==> config.mk <==
export PLATFORM = sky130hd
export DESIGN_NAME = lsbc_register_bank
export DESIGN_NICKNAME = d
export VERILOG_FILES = /design/src/core/lsbc_register_bank.v /design/src/core/lsbc_pin_sync.v
export VERILOG_INCLUDE_DIRS = /design/src /design/src/core
export SDC_FILE = /design/constraint.sdc
export NUM_CORES = 1
export LEC_CHECK = 0
export ABC_AREA = 1
export ABC_CLOCK_PERIOD_IN_PS = 2900
export BUFFER_PORTS_ARGS = -buffer_cell sky130_fd_sc_hd__buf_4
export CAP_MARGIN = 10
export CELL_PAD_IN_SITES_DETAIL_PLACEMENT = 1
export CELL_PAD_IN_SITES_GLOBAL_PLACEMENT = 1
export CORE_MARGIN = 1
export CORE_UTILIZATION = 47
export DETAILED_ROUTE_END_ITERATION = 12
export GPL_TIMING_DRIVEN = 0
export PLACE_DENSITY_LB_ADDON = 0.2
export SLEW_MARGIN = 20
export SYNTH_ARGS = -nofsm -noshare
export SYNTH_HDL_FRONTEND = slang
export SYNTH_SLANG_ARGS = --single-unit
==> constraint.sdc <==
create_clock -name clk_sys -period 2.9 [get_ports clk_sys]
set_clock_uncertainty 0.05 [all_clocks]
set_input_delay 0.29 -clock clk_sys [delete_from_list [all_inputs] [get_ports clk_sys]]
set_output_delay 0.29 -clock clk_sys [all_outputs]
set_load 0.02 [all_outputs]
==> src/core/lsbc_map.vh <==
// register map, field positions, reset values and timing counts of the control bank
`ifndef LSBC_MAP_VH
`define LSBC_MAP_VH

`define LSBC_ADDR_W 5
`define LSBC_DATA_W 8
`define LSBC_NUM_REGS 32

`define LSBC_OFS_DEVICE_CONFIGURATION 5'h03
`define LSBC_OFS_DEVICE_CONTROL 5'h04
`define LSBC_OFS_TEMPORARY_SHUTDOWN 5'h05
`define LSBC_OFS_WATCHDOG_TRIGGER 5'h06
`define LSBC_OFS_LOW_SIDE_DRIVER_DATA 5'h07

`define LSBC_RST_DEVICE_CONFIGURATION 8'h0F
`define LSBC_RST_DEVICE_CONTROL 8'h01
`define LSBC_RST_TEMPORARY_SHUTDOWN 8'h00
`define LSBC_RST_WATCHDOG_TRIGGER 8'h00
`define LSBC_RST_LOW_SIDE_DRIVER_DATA 8'h00

`define LSBC_BIT_LIN_ENABLE 3
`define LSBC_BIT_DEVICE_CONTROL 0
`define LSBC_BIT_SHUTDOWN 0
`define LSBC_BIT_WATCHDOG_TRIGGER 0

`define LSBC_CMD_BIT_READ 7
`define LSBC_CMD_BIT_LEN_HIGH 6
`define LSBC_CMD_BIT_LEN_LOW 5

`define LSBC_WD_CNT_W 12
`define LSBC_WD_OPEN 12'h010
`define LSBC_WD_CLOSE 12'h080
`define LSBC_WD_CNT_MAX 12'hFFF

`endif

==> src/core/lsbc_register_bank.v <==
// control register bank with two-wire serial slave and window watchdog trigger
// Notes on behaviour
// - device only answers; the microcontroller starts every serial frame
// - serial port addresses 32 locations of 8 bits each
// - configuration bit 3 enables the LIN transceiver; resets to 0000_1111
// - shutdown bit 0 set requests temporary shutdown; resets to zero
// - trigger outside the open window asserts the reset output
// - every trigger restarts the window watchdog counter from its start value
// - trigger bit clears itself within one 128 kHz clock period
// - low side driver data is read/write but has no effect
// - command byte: read flag, two length bits, five address bits
// - length codes select 1, 2, 4 or 8 bytes; every frame leaves port mode after its last byte
// - address increments per byte after the first; data goes MSB first
// - sender drives on serial clock rise, receiver samples on following fall
`timescale 1ns/1ps
`default_nettype none
`include "lsbc_map.vh"
module lsbc_register_bank (
  // clock and resets (rst is the logic-supply power-on reset)
  input wire clk_sys,
  input wire rst,
  input wire rstVsup,
  // serial port pins
  input wire spModeActive,
  input wire enPin,
  input wire sdaIn,
  output wire sdaOut,
  output wire sdaOe,
  output wire spExit,
  // watchdog clock pin
  input wire wdClkPin,
  // device controls
  output wire linEnable,
  output wire tempShutdown,
  output wire deviceControl,
  output wire wdResetReq
);
  localparam [3:0] ST_CMD = 4'h1;
  localparam [3:0] ST_WDATA = 4'h2;
  localparam [3:0] ST_RDATA = 4'h4;
  localparam [3:0] ST_DONE = 4'h8;
  localparam [7:0] CTRL_RST = `LSBC_RST_DEVICE_CONTROL;

  reg [3:0] state_ff;
  reg [3:0] nxt_state;
  reg [2:0] bitCnt_ff;
  reg [7:0] rxShift_ff;
  reg [7:0] txShift_ff;
  reg [4:0] addr_ff;
  reg [3:0] remain_ff;
  reg sdaOut_ff;
  reg spExit_ff;
  reg [7:0] cfg_ff;
  reg ctrl_ff;
  reg shut_ff;
  reg trig_ff;
  reg [7:0] lsd_ff;
  reg [`LSBC_WD_CNT_W-1:0] wdCnt_ff;
  reg wdReset_ff;

  wire enRise;
  wire enFall;
  wire sdaLevel;
  wire wdTick;
  wire [7:0] rxByte;
  wire byteEnd;
  wire wrStrobe;
  wire [4:0] nextAddr;
  wire wdWindowOpen;

  lsbc_pin_sync u_en_sync (
    .clk_sys(clk_sys),
    .rst(rst),
    .pinIn(enPin),
    .level(),
    .rise(enRise),
    .fall(enFall)
  );

  lsbc_pin_sync u_sda_sync (
    .clk_sys(clk_sys),
    .rst(rst),
    .pinIn(sdaIn),
    .level(sdaLevel),
    .rise(),
    .fall()
  );

  lsbc_pin_sync u_wd_sync (
    .clk_sys(clk_sys),
    .rst(rst),
    .pinIn(wdClkPin),
    .level(),
    .rise(wdTick),
    .fall()
  );

  // read mux; unmapped and write-only locations read zero
  function [7:0] regRead;
    input [4:0] a;
    begin
      case (a)
        `LSBC_OFS_DEVICE_CONFIGURATION: regRead = cfg_ff;
        `LSBC_OFS_DEVICE_CONTROL: regRead = {7'h00, ctrl_ff};
        `LSBC_OFS_TEMPORARY_SHUTDOWN: regRead = {7'h00, shut_ff};
        `LSBC_OFS_LOW_SIDE_DRIVER_DATA: regRead = lsd_ff;
        default: regRead = 8'h00;
      endcase
    end
  endfunction

  // byte count from the two length bits
  function [3:0] lenBytes;
    input [1:0] code;
    begin
      case (code)
        2'b00: lenBytes = 4'h1;
        2'b01: lenBytes = 4'h2;
        2'b10: lenBytes = 4'h4;
        default: lenBytes = 4'h8;
      endcase
    end
  endfunction

  assign rxByte = {rxShift_ff[6:0], sdaLevel};
  assign byteEnd = enFall & (bitCnt_ff == 3'h7);
  assign wrStrobe = byteEnd & state_ff[1];
  assign nextAddr = addr_ff + 5'h01;
  assign wdWindowOpen = (wdCnt_ff >= `LSBC_WD_OPEN) && (wdCnt_ff < `LSBC_WD_CLOSE);

  always @* begin
    nxt_state = state_ff;
    case (state_ff)
      ST_CMD: begin
        if (byteEnd) begin
          nxt_state = rxByte[`LSBC_CMD_BIT_READ] ? ST_RDATA : ST_WDATA;
        end
      end
      ST_WDATA, ST_RDATA: begin
        if (byteEnd && remain_ff == 4'h1) begin
          nxt_state = ST_DONE;
        end
      end
      ST_DONE: nxt_state = ST_DONE;
      default: nxt_state = ST_CMD;
    endcase
  end

  // serial frame engine; frame state drops whenever port mode is left
  always @(posedge clk_sys or posedge rst) begin
    if (rst) begin
      state_ff <= ST_CMD;
      bitCnt_ff <= 3'h0;
      rxShift_ff <= 8'h00;
      txShift_ff <= 8'h00;
      addr_ff <= 5'h00;
      remain_ff <= 4'h0;
      sdaOut_ff <= 1'b0;
      spExit_ff <= 1'b0;
    end else if (!spModeActive) begin
      state_ff <= ST_CMD;
      bitCnt_ff <= 3'h0;
      sdaOut_ff <= 1'b0;
      spExit_ff <= 1'b0;
    end else begin
      state_ff <= nxt_state;
      spExit_ff <= 1'b0;
      if (enFall && !state_ff[3]) begin
        rxShift_ff <= rxByte;
        bitCnt_ff <= bitCnt_ff + 3'h1;
      end
      if (enRise && state_ff[2]) begin
        sdaOut_ff <= txShift_ff[7];
        txShift_ff <= {txShift_ff[6:0], 1'b0};
      end
      if (byteEnd && state_ff[0]) begin
        addr_ff <= rxByte[4:0];
        remain_ff <= lenBytes(rxByte[6:5]);
        txShift_ff <= regRead(rxByte[4:0]);
      end
      if (byteEnd && (state_ff[1] || state_ff[2])) begin
        addr_ff <= nextAddr;
        remain_ff <= remain_ff - 4'h1;
        txShift_ff <= regRead(nextAddr);
        if (remain_ff == 4'h1) begin
          spExit_ff <= 1'b1;
        end
      end
    end
  end

  // logic-supply reset registers
  always @(posedge clk_sys or posedge rst) begin
    if (rst) begin
      cfg_ff <= `LSBC_RST_DEVICE_CONFIGURATION;
      shut_ff <= 1'b0;
      lsd_ff <= `LSBC_RST_LOW_SIDE_DRIVER_DATA;
      trig_ff <= 1'b0;
    end else begin
      if (wrStrobe && addr_ff == `LSBC_OFS_DEVICE_CONFIGURATION) begin
        cfg_ff <= {4'h0, rxByte[`LSBC_BIT_LIN_ENABLE], 3'h7};
      end
      if (wrStrobe && addr_ff == `LSBC_OFS_TEMPORARY_SHUTDOWN) begin
        shut_ff <= rxByte[`LSBC_BIT_SHUTDOWN];
      end
      if (wrStrobe && addr_ff == `LSBC_OFS_LOW_SIDE_DRIVER_DATA) begin
        lsd_ff <= rxByte;
      end
      // a new trigger write wins over the self-clear
      if (wrStrobe && addr_ff == `LSBC_OFS_WATCHDOG_TRIGGER &&
          rxByte[`LSBC_BIT_WATCHDOG_TRIGGER]) begin
        trig_ff <= 1'b1;
      end else if (wdTick) begin
        trig_ff <= 1'b0;
      end
    end
  end

  // battery-supply reset register
  always @(posedge clk_sys or posedge rstVsup) begin
    if (rstVsup) begin
      ctrl_ff <= CTRL_RST[0];
    end else if (wrStrobe && addr_ff == `LSBC_OFS_DEVICE_CONTROL) begin
      ctrl_ff <= rxByte[`LSBC_BIT_DEVICE_CONTROL];
    end
  end

  // window watchdog counter on 128 kHz ticks
  always @(posedge clk_sys or posedge rst) begin
    if (rst) begin
      wdCnt_ff <= {`LSBC_WD_CNT_W{1'b0}};
      wdReset_ff <= 1'b0;
    end else begin
      wdReset_ff <= 1'b0;
      if (wdTick && trig_ff) begin
        wdCnt_ff <= {`LSBC_WD_CNT_W{1'b0}};
        wdReset_ff <= ~wdWindowOpen;
      end else if (wdTick && wdCnt_ff != `LSBC_WD_CNT_MAX) begin
        wdCnt_ff <= wdCnt_ff + 1'b1;
      end
    end
  end

  assign sdaOut = sdaOut_ff;
  assign sdaOe = state_ff[2] & spModeActive;
  assign spExit = spExit_ff & (remain_ff == 4'h0) & ~state_ff[0];
  assign linEnable = cfg_ff[`LSBC_BIT_LIN_ENABLE];
  assign tempShutdown = shut_ff;
  assign deviceControl = ctrl_ff;
  assign wdResetReq = wdReset_ff;
endmodule // lsbc_register_bank
`default_nettype wire

==> src/core/lsbc_pin_sync.v <==
// three-stage synchroniser with agreement filter and edge detection for one pin
`timescale 1ns/1ps
`default_nettype none
module lsbc_pin_sync (
  // clock and reset
  input wire clk_sys,
  input wire rst,
  // pin side
  input wire pinIn,
  // filtered level and edges
  output wire level,
  output wire rise,
  output wire fall
);
  reg stage1_ff;
  reg stage2_ff;
  reg stage3_ff;
  reg level_ff;
  reg rise_ff;
  reg fall_ff;
  wire agree;
  wire nxt_level;

  assign agree = (stage2_ff == stage3_ff);
  assign nxt_level = agree ? stage3_ff : level_ff;

  always @(posedge clk_sys or posedge rst) begin
    if (rst) begin
      stage1_ff <= 1'b0;
      stage2_ff <= 1'b0;
      stage3_ff <= 1'b0;
      level_ff <= 1'b0;
      rise_ff <= 1'b0;
      fall_ff <= 1'b0;
    end else begin
      stage1_ff <= pinIn;
      stage2_ff <= stage1_ff;
      stage3_ff <= stage2_ff;
      level_ff <= nxt_level;
      rise_ff <= nxt_level & ~level_ff;
      fall_ff <= ~nxt_level & level_ff;
    end
  end

  assign level = level_ff;
  assign rise = rise_ff;
  assign fall = fall_ff;
endmodule // lsbc_pin_sync
`default_nettype wire

# Word-level counts from Yosys, hierarchy flattened

Cells that the tools add are included.

Flip-flop bits (word level): 73
Input port bits: 7
Output and inout bits: 7
Word-level logic and storage cells: 134

Add/sub/neg operators: 4
$lt $le $gt $ge: 2
Equality and inequality tests: 29
Mux-type cells: 29
Bitwise logic cells: 13
Reductions and logical operators: 27

Operator list:

| cell                                                                   | number |
|---|---|
| 8-bit case mux with 4 select lines                                     | 2 |
| 5-bit by 3-bit == test with 1-bit output, second input constant        | 10 |
| 12-bit 2-to-1 mux                                                      | 2 |
| 8-bit 2-to-1 mux                                                       | 3 |
| 4-bit case mux with 3 select lines                                     | 2 |
| 4-bit 2-to-1 mux                                                       | 5 |
| 5-bit by 2-bit == test with 1-bit output, second input constant        | 3 |
| 1-bit logical AND                                                      | 14 |
| 12-bit by 1-bit adder with 12-bit output, second input constant        | 1 |
| 12-bit by 5-bit >= comparator with 1-bit output, second input constant | 1 |
| 12-bit by 8-bit < comparator with 1-bit output, second input constant  | 1 |
| 12-bit inequality test, second input constant                          | 1 |
| 1-bit 2-to-1 mux                                                       | 10 |
| 5-bit 2-to-1 mux                                                       | 2 |
| 3-bit 2-to-1 mux                                                       | 3 |
| 1-bit bitwise AND                                                      | 8 |
| 4-bit by 1-bit == test with 1-bit output, second input constant        | 2 |
| 2-bit AND reduction                                                    | 4 |
| 3-bit inequality test, second input constant                           | 2 |
| 2-bit nonzero test                                                     | 3 |
| 5-bit by 1-bit adder with 5-bit output, second input constant          | 1 |
| 1-bit NOT                                                              | 5 |
| 4-bit by 2-bit == test with 1-bit output, second input constant        | 1 |
| 4-bit by 3-bit == test with 1-bit output, second input constant        | 1 |
| 14 further kinds                                                       | 17 |

# Longest topological paths before layout

Depth after elaboration: 6
Gate-level depth with buffers: 12
Gate-level depth less buffers: 12

# Modules after synthesis

A second synthesis with hierarchy kept.

Cells, all modules: 477
Area, all modules: 3907.5 µm²

By module, submodules not included:

| module             | instances | cells an instance | area an instance (µm²) | seq. area each (µm²) |
|---|---|---|---|---|
| lsbc_register_bank | 1         | 435               | 3348.2                 | 1455.1 |
| lsbc_pin_sync      | 3         | 14                | 186.4                  | 150.1 |

# Least setup slack after synthesis

Ideal clock, no wire load.

Path type: register to register
Start point: register bitCnt_ff[0]
End point: register txShift_ff[1]
Setup time: 0.113 ns
Data arrival time: 1.584 ns
Required time: 2.737 ns
Path slack: 1.153 ns
Cell stages (with the launch flop): 12
Path buffers: 0
Clock period less this slack: 1.747 ns
Path through: dfrtp_1 -> ha_1 -> ha_1 -> nand2_4 -> inv_4 -> nand2_4 -> nand2_8 -> nand2_4 -> o21ai_4 -> or2_0 -> nand2_1 -> inv_1

Word-level cells in the longest chain between the ends: 5
Elaborated cells on any way between the ends: 8
Those cells by class: eq/ne (1); mux (2); bitwise (1); reduce/logical (4)

Ends and longest elaborated chain:

| element                                                                  | RTL line                                           | RTL |
|---|---|---|
| start, declared                                                          | lsbc_register_bank.v:46                            | `reg [2:0] bitCnt_ff;` |
| start signal, assigned                                                   | lsbc_register_bank.v:170                           | `bitCnt_ff <= bitCnt_ff + 3'h1;` |
| 3-bit == test *                                                          | lsbc_register_bank.v:126                           | `assign byteEnd = enFall & (bitCnt_ff == 3'h7);` |
| 1-bit bitwise AND *                                                      | lsbc_register_bank.v:126                           |  |
| 1-bit logical AND (on tied branches)                                     | lsbc_register_bank.v:176, lsbc_register_bank.v:181 |  |
| 3-bit nonzero test (no line) / 8-bit 2-to-1 mux (equally long branches)  | --                                                 |  |
| 2-bit AND reduction (no line) / 8-bit 2-to-1 mux (equally long branches) | --                                                 |  |
| end signal, assigned                                                     | lsbc_register_bank.v:174                           | `txShift_ff <= {txShift_ff[6:0], 1'b0};` |
| end signal, assigned                                                     | lsbc_register_bank.v:179                           | `txShift_ff <= regRead(rxByte[4:0]);` |
| end signal, assigned                                                     | lsbc_register_bank.v:184                           | `txShift_ff <= regRead(nextAddr);` |
| end, declared                                                            | lsbc_register_bank.v:48                            | `reg [7:0] txShift_ff;` |

Mark *: on every way between the ends. The rest lies on a longest branch, timed or not.
A chain may end at the register's enable or synchronous reset.

# Worst setup path after layout

Same ends and word-level chain as after synthesis.

==> reports/results.ini <==
[outcome]
outcome = finished, final reports clean

[setup_path]
critical-path-slowest-cell = dfrtp_1
worst_r2r_endpoint = txShift_ff[1]
reg2reg_setup_slack_ps = 830
critPathLaunch = bitCnt_ff[0]
crit_fanout = 10
worstPathCellList = ha_1 > ha_1 > nand2_4 > inv_4 > nand2_4 > nand2_8 > nand2_4 > o21ai_4 > or2_0 > nand2_1 > inv_1
critical_path.startpoint_type = flop
rr_worst_depth = 11
critical-path-top-cell-by-count = nand2_4
cp.required_ps = 3100
timing.critical_path.to_type = flop
critical_path_class = reg2reg
regToRegStartpoint = bitCnt_ff[0]
critPathMaxStageDelay_ps = 420
worst_path_dominant_cell_family = simple AND/OR/NAND/NOR gates
critical_path_buf_inv_count = 2
worstPathArrival_ps = 2270

[detailed_routing]
dr.pass1.iters = 4
drt-initial-drc-count = 148
drc_errors = 0
detailroute.via_count = 3160
postRouteWirelength_um = 9270
post_drt_wl_per_cell_um = 15.6
detail-route-antenna-nets = 0
avgViaCountPerCell = 5.32

[placed_design]
place.detailed.hpwl_um = 6920
numPlacedInstances = 573
gpl.final_weighted_congestion = 0.856
portBuffers = 13
post_dp_cell_area_um2 = 4010

[floorplanning]
die_h_um = 91.4
core_um2 = 7730
row_count = 32
start_util = 0.487
die_w_um = 91.4
dieArea_um2 = 8360
io_pins = 14

[synth]
synth_ff_type = dfrtp_1
syn_inst = 457
unique_cell_type_count_in_the_yosys_netlist = 39
yosys_warnings = 0
netlist.area_leader.share = 0.466
avgSynthCellArea_um2 = 8.23
synth.top_cells.by_area = dfrtp_1, nand2_1, o21ai_0
synth-edff-count = 0
synth.ff_latch_count = 73
synth_largest_area_cell = dfrtp_1
synth.yosys.seq_area_share = 0.487
synth_fp_nets = 476
postSynth.asyncResetShare = 1.00
synth.cell_area_um2 = 3760

[global_routing]
grt-ovfl-total = 0
grt_total_usage = 0.252
number_of_global_route_vias_before_repair = 3287
grt_start_max_net_pins = 40
antenna_violations_before_repair = 0
grt_first_pass_wirelength_um = 16400

[cells_and_area]
fin_cells = 594
finish.instance_area_um2 = 4270
postLayoutCoreUtil = 0.552
sequential_cell_area_um2 = 1830
multiInputGateArea_um2 = 1640
fillCellCount = 942
most_common_cell_after_layout_fill_and_taps_aside = nand2_1
layout.cells.most_common_list = nand2_1, dfrtp_1, inv_1
area_growth_syn_to_layout_pct = 13.5
finalNetCount = 506
share_of_final_layout_standard_cells_stronger_than_drive_strength_1 = 0.120
antenna_cells = 0

[timing]
pins_over_slew_limit = 0
fin_crit_sh = 0.714
report.final.setup_viol = 0
finalHoldViolations = 0
rsz0062_at_grt = no
timing_worst_slew_pin_value_ps = 482
clock.fmax_ghz = 0.483
relSlewSlack = 0.679
fin_crit_ps = 2070
finalSetupTns_ps = 0

[cts]
numCtsBuffers = 9
worstSkewPairLatency_ps = 350
clock_path_buffers = 2
cts_resizes = 0
cts_num_sinks = 73
cts.htree.levels = 3
cts.repair_timing.setup_buffer_count = 0
clk_pin_slew_worst_paths_ps = 90
cts.root.buffer_cell = clkbuf_8
cts_tree = built

[min_path]
hp-start = spModeActive
timing.hold.worst.class = in2reg
endpoint_with_the_worst_hold_slack = remain_ff[2]
worst_hold_path_depth = 4

[power_and_ir_drop]
cell_pwr_density_nw_per_um2 = 595
total_leakage_power_nw = 2.07
vdd_drop_max_v = 0.000372

[run]
drv.max_cap_violation_count = 0

==> worst max path at each step <==
| stage | to | slack (ps) | cells past startpoint |
|---|---|---|---|
| floorplan | addr_ff[0] | 740 | 1 |
| global placement | sdaOut | -220 | 2 |
| detailed placement | txShift_ff[1] | 840 | 11 |
| CTS | txShift_ff[1] | 810 | 11 |
| global route | txShift_ff[4] | 700 | 11 |
| finish | txShift_ff[1] | 830 | 11 |
==> state kept, by name, indices dropped and copies added, names as in the netlist, 3 cells and up <==
signal,flops
addr_ff,5
bitCnt_ff,3
lsd_ff,8
remain_ff,4
rxShift_ff,7
state_ff,4
txShift_ff,8
wdCnt_ff,12
==> cell type report <==
type | count | area share
repair buffers | 19 | 0.0393
multi-input cells | 314 | 0.384
inverters | 63 | 0.0572
plain buffers | 7 | 0.0111
clock inverters | 6 | 0.0170
well taps | 102 | 0.0299
clock buffers | 10 | 0.0322
flip-flops and latches | 73 | 0.429
==> layer usage <==
metal | wire, µm | GRT usage | vias to the layer above
met5 | 0 | 0 | -
met4 | 107 | 0.0728 | 0
met3 | 244 | 0.0477 | 8
met2 | 4200 | 0.386 | 37
met1 | 4720 | 0.363 | 1562
li1 | - | - | 1553
==> what timing repair did <==
action / CTS / global route
setup endpoints to repair: 0 / 0
hold endpoints to repair: 36 / 0
hold buffers: 5 / 0
==> cell usage after synthesis (2+ instances only) <==
cell        n
nand2_1   109
dfrtp_1    70
inv_1      56
o21ai_0    46
nand3_1    41
nor2_1     27
a21oi_1    15
nand4_1    13
ha_1       12
o21ai_1    11
nor3_1      9
inv_2       5
dfstp_2     3
nand2_2     3
nand2_4     3
o211ai_1    3
buf_2       2
buf_6       2
clkbuf_1    2
inv_4       2
maj3_1      2
o21ai_2     2
or2_0       2
xnor2_1     2
==> through the flow <==
| stage | hold slack, ps | worst slack (ps) | total power [mW] |
|---|---|---|---|
| 2_1_floorplan | 130 | 738 | 1.55 |
| 3_3_place_gp | 249 | -216 | 1.66 |
| 3_5_place_dp | 254 | 839 | 1.70 |
| 4_1_cts | 248 | 813 | 2.56 |
| 5_1_grt | 289 | 702 | 2.68 |
| 6_report | 256 | 830 | 2.54 |
==> worst min-delay path, cell delays in order <==
cell and delay, ps:
buf_4 100, nand2_4 110, nand2_1 80, nand2_1 50
==> power breakdown <==
group          internal [mW]  switching, mW
clock                  0.432          0.417
sequential              1.13          0.110
combinational          0.139          0.309
==> cells by family (layout without fill, tap and decap cells) <==
group / after synthesis / in the layout / synth area share
adder cells (fa/ha/maj): 14 / 14 / 0.0453
AND/OR/NAND/NOR: 215 / 215 / 0.265
XOR/XNOR: 3 / 3 / 0.00699
buffers and inverters: 70 / 105 / 0.0769
AO/OA/AOI/OAI: 82 / 82 / 0.119
flip-flops: 73 / 73 / 0.487
(Power assumes the default switching activity.)
